===== src/rtl/fscr_map.svh =====
// Bit positions, masks, reset values, opcodes and timing of the register block
`ifndef FSCR_MAP_SVH
`define FSCR_MAP_SVH
// ----------------------------------------------------------------------------
// Field positions and masks
// ----------------------------------------------------------------------------
`define FSCR_ST_WIP     0
`define FSCR_ST_WEL     1
`define FSCR_ST_BP_LO   2
`define FSCR_ST_BP_HI   5
`define FSCR_CF_DS_HI   2
`define FSCR_CF_TB      3
`define FSCR_CF_PBE     4
`define FSCR_BP_RST     4'h0
`define FSCR_DS_RST     3'h7
`define FSCR_ADDR_ST    32'h00000000
`define FSCR_ADDR_CF    32'h00000001
// ----------------------------------------------------------------------------
// Opcodes (second byte is the complement)
// ----------------------------------------------------------------------------
`define FSCR_OP_WRREG   8'h01
`define FSCR_OP_RDST    8'h05
`define FSCR_OP_RDCF    8'h15
`define FSCR_OP_WRITE_LATCH_SET_CMD    8'h06
`define FSCR_OP_PP      8'h12
`define FSCR_OP_SE      8'h21
`define FSCR_OP_BE      8'hDC
`define FSCR_OP_CE      8'h60
// ----------------------------------------------------------------------------
// Link and timing
// ----------------------------------------------------------------------------
`define FSCR_DUMMY      3'h4
`define FSCR_PREAMBLE   8'h5A
`define FSCR_CLK_NS     4
`define FSCR_NVW_NS     40
`define FSCR_NVW_CYC    ((`FSCR_NVW_NS + `FSCR_CLK_NS - 1) / `FSCR_CLK_NS)
`endif


===== src/rtl/fscr_pkg.sv =====
// Types shared by the register block modules
package fscr_pkg;
    // Command sequencer states
    typedef enum logic [6:0] {
        S_IDLE    = 7'h01,
        S_CPL     = 7'h02,
        S_ADDR    = 7'h04,
        S_DUMMY   = 7'h08,
        S_DATA_RD = 7'h10,
        S_DATA_WR = 7'h20,
        S_SKIP    = 7'h40
    } fscr_state_t;
    // Array operation kinds handed to the array engine
    typedef enum logic [1:0] {
        OP_PROG = 2'h0,
        OP_SECT = 2'h1,
        OP_BLK  = 2'h2,
        OP_CHIP = 2'h3
    } fscr_op_t;
endpackage


===== src/rtl/fscr_link_if.sv =====
// Synchronised link events passed from the receiver to the sequencer
interface fscr_link_if;
    logic       frame;
    logic       frame_start;
    logic       frame_end;
    logic       rise;
    logic       fall;
    logic [7:0] rx_byte;
    modport rx   (output frame, frame_start, frame_end, rise, fall, rx_byte);
    modport core (input  frame, frame_start, frame_end, rise, fall, rx_byte);
endinterface


===== src/rtl/fscr_link_rx.sv =====
// Link pin synchroniser and edge finder
module fscr_link_rx (
    // Clock and reset
    input  wire logic       i_mclk,
    input  wire logic       i_rst,
    // Link pins
    input  wire logic       i_link_clk,
    input  wire logic       i_cs_n,
    input  wire logic [7:0] i_dq,
    // Events
    fscr_link_if.rx         lnk
);
    // ------------------------------------------------------------------------
    // Two-stage synchronisers plus one history stage
    // ------------------------------------------------------------------------
    logic [9:0] s1_q;
    logic [9:0] s2_q;
    logic [1:0] s3_q;

    // Stage one feeds stage two only
    always_ff @(posedge i_mclk or posedge i_rst) begin
        if (i_rst) begin
            s1_q <= 10'h200;
            s2_q <= 10'h200;
            s3_q <= 2'h2;
        end else begin
            s1_q <= {i_cs_n, i_link_clk, i_dq};
            s2_q <= s1_q;
            s3_q <= s2_q[9:8];
        end
    end

    // Edges of chip select and link clock
    assign lnk.frame       = ~s2_q[9];
    assign lnk.frame_start = ~s2_q[9] & s3_q[1];
    assign lnk.frame_end   = s2_q[9] & ~s3_q[1];
    assign lnk.rise        = ~s2_q[9] & s2_q[8] & ~s3_q[0];
    assign lnk.fall        = ~s2_q[9] & ~s2_q[8] & s3_q[0];
    assign lnk.rx_byte     = s2_q[7:0];
endmodule


===== src/rtl/fscr_regs.sv =====
// Status and configuration register storage
`include "fscr_map.svh"
module fscr_regs (
    // Clock and reset
    input  wire logic       i_mclk,
    input  wire logic       i_rst,
    // Latch control and busy
    input  wire logic       i_wel_set,
    input  wire logic       i_wel_clr,
    input  wire logic       i_wip,
    // Register write commit
    input  wire logic       i_commit,
    input  wire logic       i_sel_cfg,
    input  wire logic [7:0] i_wdata,
    // Register view
    output logic      [7:0] o_status,
    output logic      [7:0] o_config
);
    logic       wel_q;
    logic [3:0] bp_q;
    logic       tb_q;
    logic       pbe_q;
    logic [2:0] ds_q;

    // ------------------------------------------------------------------------
    // Write enable latch: a set beats a clear in the same cycle
    // ------------------------------------------------------------------------
    always_ff @(posedge i_mclk or posedge i_rst) begin
        if (i_rst) begin
            wel_q <= 1'b0;
        end else if (i_wel_set) begin
            wel_q <= 1'b1;
        end else if (i_wel_clr) begin
            wel_q <= 1'b0;
        end
    end

    // ------------------------------------------------------------------------
    // Field update, only on a completed register write
    // ------------------------------------------------------------------------
    always_ff @(posedge i_mclk or posedge i_rst) begin
        if (i_rst) begin
            bp_q  <= `FSCR_BP_RST;
            tb_q  <= 1'b0;
            pbe_q <= 1'b0;
            ds_q  <= `FSCR_DS_RST;
        end else if (i_commit && !i_sel_cfg) begin
            bp_q  <= i_wdata[`FSCR_ST_BP_HI:`FSCR_ST_BP_LO];
        end else if (i_commit) begin
            tb_q  <= tb_q | i_wdata[`FSCR_CF_TB];
            pbe_q <= i_wdata[`FSCR_CF_PBE];
            ds_q  <= i_wdata[`FSCR_CF_DS_HI:0];
        end
    end

    // Reserved bits read as zero
    assign o_status = {2'h0, bp_q, wel_q, i_wip};
    assign o_config = {3'h0, pbe_q, tb_q, ds_q};
endmodule


===== src/rtl/fscr_top.sv =====
// Command sequencer, protection gate and pin driver of the register block
`include "fscr_map.svh"
// Function
// - Busy flag bit 0 high during write cycles
// - Latch-set command sets write enable bit 1
// - Program or erase without latch is dropped
// - Latch clears when program or erase finishes
// - Protected target: refuse, clear write enable latch
// - Protect level held in status bits 5..2
// - Protected program/erase refused; level via write only
// - Whole array wipe only at level zero
// - Protect level resets to zero
// - Top/bottom bit anchors the protected area
// - Top/bottom bit is one-time programmable
// - Preamble pattern on dummy cycles when enabled
// - Drive strength three bits, default all ones
// - Configuration fields change only by register write
// - Write: opcode, complement, four address, one data
// - Register reads use exactly four dummy cycles
module fscr_top (
    // Clock and reset
    input  wire logic                i_mclk,
    input  wire logic                i_rst,
    // Link pins
    input  wire logic                i_link_clk,
    input  wire logic                i_cs_n,
    input  wire logic [7:0]          i_dq,
    output logic      [7:0]          o_dq,
    output logic                     o_dq_oe,
    // Array engine
    output logic                     o_op_start,
    output fscr_pkg::fscr_op_t       o_op_kind,
    output logic      [31:0]         o_op_addr,
    input  wire logic                i_op_done,
    input  wire logic                i_addr_protected,
    // Register view
    output logic      [7:0]          o_status,
    output logic      [7:0]          o_config,
    output logic      [3:0]          o_bp_level,
    output logic                     o_top_bottom,
    output logic      [2:0]          o_drive_code
);
    import fscr_pkg::*;

    fscr_link_if lnk ();

    fscr_state_t state_q;
    fscr_state_t state_d;
    fscr_op_t    kind_q;
    fscr_op_t    kind_w;
    logic [7:0]  opc_q;
    logic [31:0] addr_q;
    logic [7:0]  wdata_q;
    logic [2:0]  cnt_q;
    logic [2:0]  cnt_d;
    logic        done_q;
    logic        done_d;
    logic        arr_busy_q;
    logic        start_q;
    logic [3:0]  nvw_cnt_q;
    logic        cmt_cfg_q;
    logic [7:0]  cmt_data_q;
    logic [7:0]  dq_q;
    logic        oe_q;

    // ------------------------------------------------------------------------
    // Opcode decoding
    // ------------------------------------------------------------------------
    function automatic logic is_pe(input logic [7:0] op);
        return op == `FSCR_OP_PP || op == `FSCR_OP_SE || op == `FSCR_OP_BE
            || op == `FSCR_OP_CE;
    endfunction

    function automatic logic is_rd(input logic [7:0] op);
        return op == `FSCR_OP_RDST || op == `FSCR_OP_RDCF;
    endfunction

    function automatic logic has_addr(input logic [7:0] op);
        return is_rd(op) || op == `FSCR_OP_WRREG || (is_pe(op) && op != `FSCR_OP_CE);
    endfunction

    // ------------------------------------------------------------------------
    // Submodules
    // ------------------------------------------------------------------------
    logic write_in_progress;
    logic write_enable_latch;
    logic exec;
    logic write_latch_set_cmd_go;
    logic nvw_go;
    logic pe_go;
    logic prot;
    logic arr_done;
    logic nv_commit;
    logic wel_clr;
    logic cpl_ok;
    logic [7:0] rd_byte;

    fscr_link_rx u_rx (
        .i_mclk     (i_mclk),
        .i_rst      (i_rst),
        .i_link_clk (i_link_clk),
        .i_cs_n     (i_cs_n),
        .i_dq       (i_dq),
        .lnk        (lnk)
    );

    fscr_regs u_regs (
        .i_mclk    (i_mclk),
        .i_rst     (i_rst),
        .i_wel_set (write_latch_set_cmd_go),
        .i_wel_clr (wel_clr),
        .i_wip     (write_in_progress),
        .i_commit  (nv_commit),
        .i_sel_cfg (cmt_cfg_q),
        .i_wdata   (cmt_data_q),
        .o_status  (o_status),
        .o_config  (o_config)
    );

    // ------------------------------------------------------------------------
    // Execution decisions at frame end
    // ------------------------------------------------------------------------
    assign write_enable_latch       = o_status[`FSCR_ST_WEL];
    assign write_in_progress       = arr_busy_q | (nvw_cnt_q != 4'h0);
    assign exec      = lnk.frame_end & done_q;
    assign write_latch_set_cmd_go   = exec & (opc_q == `FSCR_OP_WRITE_LATCH_SET_CMD) & ~write_in_progress;
    assign nvw_go    = exec & (opc_q == `FSCR_OP_WRREG) & ~write_in_progress & write_enable_latch
                     & (addr_q == `FSCR_ADDR_ST || addr_q == `FSCR_ADDR_CF);
    assign pe_go     = exec & is_pe(opc_q) & ~write_in_progress & write_enable_latch;
    assign prot      = (opc_q == `FSCR_OP_CE) ? (o_bp_level != 4'h0)
                                               : i_addr_protected;
    assign arr_done  = arr_busy_q & i_op_done;
    assign nv_commit = nvw_cnt_q == 4'h1;
    assign wel_clr   = arr_done | (pe_go & prot) | nv_commit;
    assign cpl_ok    = lnk.rx_byte == ~opc_q;
    assign kind_w    = (opc_q == `FSCR_OP_PP) ? OP_PROG :
                       (opc_q == `FSCR_OP_SE) ? OP_SECT :
                       (opc_q == `FSCR_OP_BE) ? OP_BLK  : OP_CHIP;
    assign rd_byte   = (opc_q == `FSCR_OP_RDCF) ? o_config : o_status;

    // Outputs from flops and register fields
    assign o_op_start   = start_q;
    assign o_op_kind    = kind_q;
    assign o_op_addr    = addr_q;
    assign o_dq         = dq_q;
    assign o_dq_oe      = oe_q;
    assign o_bp_level   = o_status[`FSCR_ST_BP_HI:`FSCR_ST_BP_LO];
    assign o_top_bottom = o_config[`FSCR_CF_TB];
    assign o_drive_code = o_config[`FSCR_CF_DS_HI:0];

    // ------------------------------------------------------------------------
    // Command sequencer
    // ------------------------------------------------------------------------
    // Next state on each link rising edge
    always_comb begin
        state_d = state_q;
        cnt_d   = cnt_q;
        done_d  = done_q;
        if (lnk.frame_start) begin
            state_d = S_IDLE;
            cnt_d   = 3'h0;
            done_d  = 1'b0;
        end else if (lnk.rise) begin
            case (state_q)
                S_IDLE: begin
                    state_d = S_CPL;
                end
                S_CPL: begin
                    state_d = (cpl_ok && has_addr(opc_q)) ? S_ADDR : S_SKIP;
                    done_d  = cpl_ok && !has_addr(opc_q);
                end
                S_ADDR: begin
                    cnt_d = cnt_q + 3'h1;
                    if (cnt_q == 3'h3) begin
                        cnt_d = 3'h0;
                        if (is_rd(opc_q)) begin
                            state_d = S_DUMMY;
                        end else if (opc_q == `FSCR_OP_WRREG) begin
                            state_d = S_DATA_WR;
                        end else begin
                            state_d = S_SKIP;
                            done_d  = 1'b1;
                        end
                    end
                end
                S_DUMMY: begin
                    cnt_d = cnt_q + 3'h1;
                    if (cnt_q == `FSCR_DUMMY - 3'h1) begin
                        state_d = S_DATA_RD;
                    end
                end
                S_DATA_WR: begin
                    state_d = S_SKIP;
                    done_d  = 1'b1;
                end
                default: begin
                    state_d = state_q;
                end
            endcase
        end
    end

    // Sequencer state
    always_ff @(posedge i_mclk or posedge i_rst) begin
        if (i_rst) begin
            state_q <= S_IDLE;
            cnt_q   <= 3'h0;
            done_q  <= 1'b0;
        end else begin
            state_q <= state_d;
            cnt_q   <= cnt_d;
            done_q  <= done_d;
        end
    end

    // Opcode, address and data capture
    always_ff @(posedge i_mclk or posedge i_rst) begin
        if (i_rst) begin
            opc_q   <= 8'h00;
            addr_q  <= 32'h00000000;
            wdata_q <= 8'h00;
        end else if (lnk.rise && state_q == S_IDLE) begin
            opc_q   <= lnk.rx_byte;
        end else if (lnk.rise && state_q == S_ADDR) begin
            addr_q  <= {addr_q[23:0], lnk.rx_byte};
        end else if (lnk.rise && state_q == S_DATA_WR) begin
            wdata_q <= lnk.rx_byte;
        end
    end

    // ------------------------------------------------------------------------
    // Array operation launch and busy tracking
    // ------------------------------------------------------------------------
    always_ff @(posedge i_mclk or posedge i_rst) begin
        if (i_rst) begin
            arr_busy_q <= 1'b0;
            start_q    <= 1'b0;
            kind_q     <= OP_PROG;
        end else begin
            start_q <= pe_go & ~prot;
            if (pe_go && !prot) begin
                arr_busy_q <= 1'b1;
                kind_q     <= kind_w;
            end else if (arr_done) begin
                arr_busy_q <= 1'b0;
            end
        end
    end

    // Register write cycle timer; reserved data bits are dropped at commit
    always_ff @(posedge i_mclk or posedge i_rst) begin
        if (i_rst) begin
            nvw_cnt_q  <= 4'h0;
            cmt_cfg_q  <= 1'b0;
            cmt_data_q <= 8'h00;
        end else if (nvw_go) begin
            nvw_cnt_q  <= 4'(`FSCR_NVW_CYC);
            cmt_cfg_q  <= addr_q[0];
            cmt_data_q <= wdata_q;
        end else if (nvw_cnt_q != 4'h0) begin
            nvw_cnt_q  <= nvw_cnt_q - 4'h1;
        end
    end

    // ------------------------------------------------------------------------
    // Output pins, launched on link falling edges
    // ------------------------------------------------------------------------
    always_ff @(posedge i_mclk or posedge i_rst) begin
        if (i_rst) begin
            dq_q <= 8'h00;
            oe_q <= 1'b0;
        end else if (!lnk.frame) begin
            oe_q <= 1'b0;
        end else if (lnk.fall && state_q == S_DUMMY) begin
            dq_q <= `FSCR_PREAMBLE;
            oe_q <= o_config[`FSCR_CF_PBE];
        end else if (lnk.fall && state_q == S_DATA_RD) begin
            dq_q <= rd_byte;
            oe_q <= 1'b1;
        end
    end
endmodule


===== config.mk =====
export PLATFORM = sky130hd
export DESIGN_NAME = fscr_top
export DESIGN_NICKNAME = d
export VERILOG_FILES = /design/src/rtl/fscr_pkg.sv /design/src/rtl/fscr_link_if.sv /design/src/rtl/fscr_link_rx.sv /design/src/rtl/fscr_regs.sv /design/src/rtl/fscr_top.sv
export VERILOG_INCLUDE_DIRS = /design/src /design/src/rtl
export SDC_FILE = /design/constraint.sdc
export NUM_CORES = 1
export LEC_CHECK = 0
export BUFFER_PORTS_ARGS = -buffer_cell sky130_fd_sc_hd__buf_2
export CELL_PAD_IN_SITES_DETAIL_PLACEMENT = 0
export CELL_PAD_IN_SITES_GLOBAL_PLACEMENT = 1
export CORE_AREA = 2 2 126 128
export CTS_BUF_LIST = sky130_fd_sc_hd__clkbuf_4
export DETAILED_ROUTE_END_ITERATION = 12
export DIE_AREA = 0 0 128 130
export GPL_TIMING_DRIVEN = 0
export PLACE_DENSITY_LB_ADDON = 0.1
export REMOVE_ABC_BUFFERS = 1
export SLEW_MARGIN = 40
export SYNTH_ARGS = -nofsm -noshare
export SYNTH_HDL_FRONTEND = slang
export SYNTH_HIERARCHICAL = 1
export SYNTH_SLANG_ARGS = --single-unit
export TNS_END_PERCENT = 50

===== constraint.sdc =====
create_clock -name i_mclk -period 6.05 [get_ports i_mclk]
set_clock_uncertainty 0.05 [all_clocks]
set_input_delay 0 -clock i_mclk [delete_from_list [all_inputs] [get_ports i_mclk]]
set_output_delay 0 -clock i_mclk [all_outputs]
set_load 0.005 [all_outputs]

======== Word-level counts from Yosys, hierarchy flattened ========
Index checks and enable logic that the tools add are counted.
word-level totals
  flip-flop bits (word level) ............. 113
  output and inout bits ................... 68
  logic and storage cells ................. 153
operators by class
  $add $sub $neg .......................... 2
  eq/ne operators ......................... 23
  multiplexer cells ....................... 34
  bitwise operators ....................... 33
  reductions and logical operators ........ 39
operators by type and width
  cell                                                                      number
  7-bit 2-to-1 mux                                                          7
  7-bit one-hot mux with 5 select lines                                     1
  32-bit by 1-bit equality test with 1-bit output (second input constant)   1
  32-bit zero test                                                          1
  1-bit bitwise AND                                                         19
  8-bit by 3-bit equality test with 1-bit output (second input constant)    2
  8-bit by 5-bit equality test with 1-bit output (second input constant)    2
  8-bit 2-to-1 mux                                                          2
  1-bit 2-to-1 mux                                                          14
  3-bit inequality test (second input constant)                             4
  4-bit nonzero test                                                        3
  1-bit logical AND                                                         10
  2-bit nonzero test                                                        5
  3-bit 2-to-1 mux                                                          3
  1-bit inverter                                                            9
  8-bit by 1-bit equality test with 1-bit output (second input constant)    1
  8-bit by 6-bit equality test with 1-bit output (second input constant)    1
  8-bit by 7-bit equality test with 1-bit output (second input constant)    1
  8-bit equality test                                                       1
  8-bit equality test (second input constant)                               1
  4-bit 2-to-1 mux                                                          2
  8-bit by 7-bit inequality test with 1-bit output (second input constant)  1
  8-bit inverter                                                            1
  2-bit AND reduction                                                       4
  22 further kinds                                                          35

======== Depth between registers and ports, before layout ========
  depth after elaboration ................. 12
  gate-level depth with buffers ........... 9

======== Modules after synthesis ========
Netlist, hierarchy kept.
by module, submodules not included
  module        instances  cells each  area an instance (sq um)
  fscr_top      1          341         4132.7
  fscr_link_rx  1          36          649.4
  fscr_regs     1          35          473.0

======== Least setup slack after synthesis ========
Ideal clock, no wire load.
  kind .................................... reg2reg
  start point ............................. register nvw_cnt_q[0]
  end point ............................... register cmt_data_q[0]
  setup time .............................. 128 ps
  arrival ................................. 2270 ps
  path slack .............................. 3602 ps
  cell stages (with the launch flop) ...... 10
  buffers on the path ..................... 2
  cell sequence ........................... dfrtp_1 > inv_1 > ha_1 > or3b_2 > clkbuf_1 > nor3_1 > nand2_1 > nand4b_1 > buf_2 > mux2_1
on the way
  word-level cells in the longest chain between the ends .. 6
RTL lines
  what                             RTL line         text
  start, declared                  fscr_top.sv:60   logic [3:0] nvw_cnt_q;
  start signal, assigned           fscr_top.sv:257  nvw_cnt_q <= 4'(`FSCR_NVW_CYC);
  start signal, assigned           fscr_top.sv:261  nvw_cnt_q <= nvw_cnt_q - 4'h1;
  4-bit nonzero test               fscr_top.sv:124  assign write_in_progress = arr_busy_q | (nvw_cnt_q != 4'h0);
  1-bit bitwise OR                 fscr_top.sv:124
  1-bit inverter                   fscr_top.sv:127  assign nvw_go = exec & (opc_q == `FSCR_OP_WRREG) & ~write_in_progress & write_enable_latch
  1-bit bitwise AND (3 in series)  fscr_top.sv:127
  end signal, assigned             fscr_top.sv:259  cmt_data_q <= wdata_q;
  end, declared                    fscr_top.sv:62   logic [7:0] cmt_data_q;
No other way between the ends.
A chain may end at the register's enable or synchronous reset.

======== Final worst setup path ========
  start point ............................. register u_rx.s2_q[9]
  end point ............................... register addr_q[31], in the netlist o_op_addr[31]
on the way
  word-level cells in the longest chain between the ends .. 6
  elaborated cells on any way between the ends .. 7
  those cells by class .................... bitwise (4); reduce/logical (3)
RTL lines
  what                                 RTL line            text
  start, declared                      fscr_link_rx.sv:17  logic [9:0] s2_q;
  start signal, assigned               fscr_link_rx.sv:28  s2_q <= s1_q;
  1-bit inverter (no line) (*)         --
  1-bit bitwise AND (*) (2 in series)  fscr_link_rx.sv:37  assign lnk.rise = ~s2_q[9] & s2_q[8] & ~s3_q[0];
  via lnk.rise                         fscr_link_if.sv:6   logic rise;
  1-bit logical AND                    fscr_top.sv:222     end else if (lnk.rise && state_q == S_IDLE) begin
  1-bit inverter (no line)             --
  2-bit AND reduction (no line) (*)    --
  end signal, assigned                 fscr_top.sv:225     addr_q <= {addr_q[23:0], lnk.rx_byte};
  end, declared                        fscr_top.sv:52      logic [31:0] addr_q;
Mark *: on every way through the listed nets, which the timed path passes. The rest lies on a longest branch.

==> run metrics <==
cell count after synthesis 404; clock latency on the worst-skew pair 0.53 ns; Layout Nets 507; Post-Synthesis Cell Area 5110 sq um; final hold violation count 0; min cycle time layout 3.00 ns; core area 15400 sq um; H-tree depth 4; Reg2Reg Setup Slack 3.05 ns; CP Capture Type flip-flop; reg2reg end o_op_addr[31]; Resize count post-CTS 0; cts bufs inserted 17; Starting Density 33.1%; Avg Inst Size Synth 12.6 sq um; Worst slew margin 48.9%; Worst Hold Depth 2; Pins Over Slew Limit 0; deepest clock path buffer count 2; r2r worst-path depth 4; Crit Path Max Fanout 32; Total GRT Usage 14.9%; most frequent cells in the layout dfrtp_1 (106), buf_2 (76), mux2_2 (58); gr ovfl total 0; Final HPWL DP 8230 um; Vias/cell 4.88; placed cell area 5500 sq um; DRT iter0 DRCs 187; total I/O pin count 82; clock group share of total power 30.3%; Final TNS setup 0 ns; Die X 128 um; Hold Path Class in2reg; final worst-path cycle share 49.6%; share of cells above drive strength 1 37.8%; worst path required time 6.41 ns; Hold EP u_rx/s1_q[8]; Flop pwr share 54.0%; Sink Count 113; cell area after layout 6010 sq um; pin count of the biggest net entering global routing 58; antenna violations before repair 1; Hold Path Origin i_link_clk; Final ANT Viol Nets 0; worst path arrival time 3.37 ns; Pwr Density 280 nW/um^2; Peak VDD IR 182 uV; total wire length 11700 um; CTS Root Cell clkbuf_4; area growth from synthesis to layout 17.6%; die area 16600 sq um; YS warnings 6; max cap viols 0; most common cell after layout, fill and taps aside dfrtp_1; DRT Pass-1 Iters 5; routed length per instance 16.8 um; Die H 130 um; Int Pwr 1.15 mW; CTS tree yes; RSZ-0062 raised after global routing false; global-route wire length before repair 18600 um; switching portion of total power 31.4%; Worst-Margin Slew 0.765 ns; vias 3394; worst r2r src u_rx/s2_q[9]; final setup vio count 0; status finished, final reports clean; leakage 3.02 nW; Comb pwr share 15.6%; Fmax 333 MHz; CTS clk-pin slew, worst paths 0.11 ns; Core Rows 46; vias in the first global route 3357; # DRC 0; WS Path Type reg2reg; input/output buffers 76; Critical Path Start Type flip-flop; crit path launch u_rx/s2_q[9]; Net Switching 528 uW; RePlAce Congestion 0.788
==> critical path, stage by stage, from the launching register on <==
cell and delay, ns:
dfstp_2 0.41, nor3b_1 0.65, inv_1 0.22, or4_2 1.10, mux2_1 0.45
==> registers in the layout, summed over array words and instances (netlist names), 2 cells and up <==
signal	flops
state_q	7
u_regs/bp_q	4
u_regs/ds_q	3
cnt_q	3
u_rx/s3_q	2
o_op_kind	2
wdata_q	6
o_dq	8
u_rx/s2_q	10
u_rx/s1_q	10
nvw_cnt_q	4
o_op_addr	32
opc_q	8
cmt_data_q	6
==> cell type report <==
cell class / count / area (sq um)
Antenna cell: 1 / 2.50
Clock buffer: 18 / 135
Clock inverter: 14 / 116
Fill cell: 1504 / 9420
Inverter: 11 / 46.3
Multi-Input combinational cell: 244 / 1970
Sequential cell: 113 / 2840
Tap cell: 192 / 240
Timing Repair Buffer: 102 / 658
==> routing by layer <==
layer	track usage [%]	vias up	share of wire, %
met1	19.9	1721	46
li1	-	1600	-
met5	0	-	0
met2	23.2	64	50
met4	6.01	0	1.0
met3	4.02	9	3.3
==> repair_timing <==
item	in CTS	in global routing
setup endpoints to repair	0	0
setup buffers	0	0
hold buffers	25	0
endpoints found under the hold margin	128	0
==> through the flow <==
step                      total power, mW  hold WS (ns)  worst slack, ns  utilization [%]  cells
after floorplan                      1.09        -0.212             3.52                -    368
after global placement               1.16       -0.0239             2.63             35.4    636
after detailed placement             1.17       -0.0390             2.97             35.7    637
after CTS                            1.72        0.0160             2.97             38.9    694
after global routing                 1.80        0.0349             2.83             39.0    695
final                                1.68        0.0883             3.05             39.0    695
==> power groups by stage <==
| stage | registers, mW | logic [mW] | clock network [mW] |
|---|---|---|---|
| after floorplan | 0.888 | 0.203 | 0 |
| after global placement | 0.919 | 0.245 | 0 |
| after detailed placement | 0.922 | 0.253 | 0 |
| after CTS | 0.908 | 0.266 | 0.541 |
| after global routing | 0.920 | 0.300 | 0.576 |
| final | 0.909 | 0.263 | 0.511 |
==> worst max path at each step <==
stage,end,slack (ns)
2_1_floorplan,o_op_addr[31],3.52
4_1_cts,o_op_addr[31],2.97
3_3_place_gp,o_op_addr[23],2.63
6_report,o_op_addr[31],3.05
5_1_grt,cmt_data_q[4],2.83
3_5_place_dp,o_op_addr[31],2.97
No activity file was read; power rests on OpenSTA's default activity.
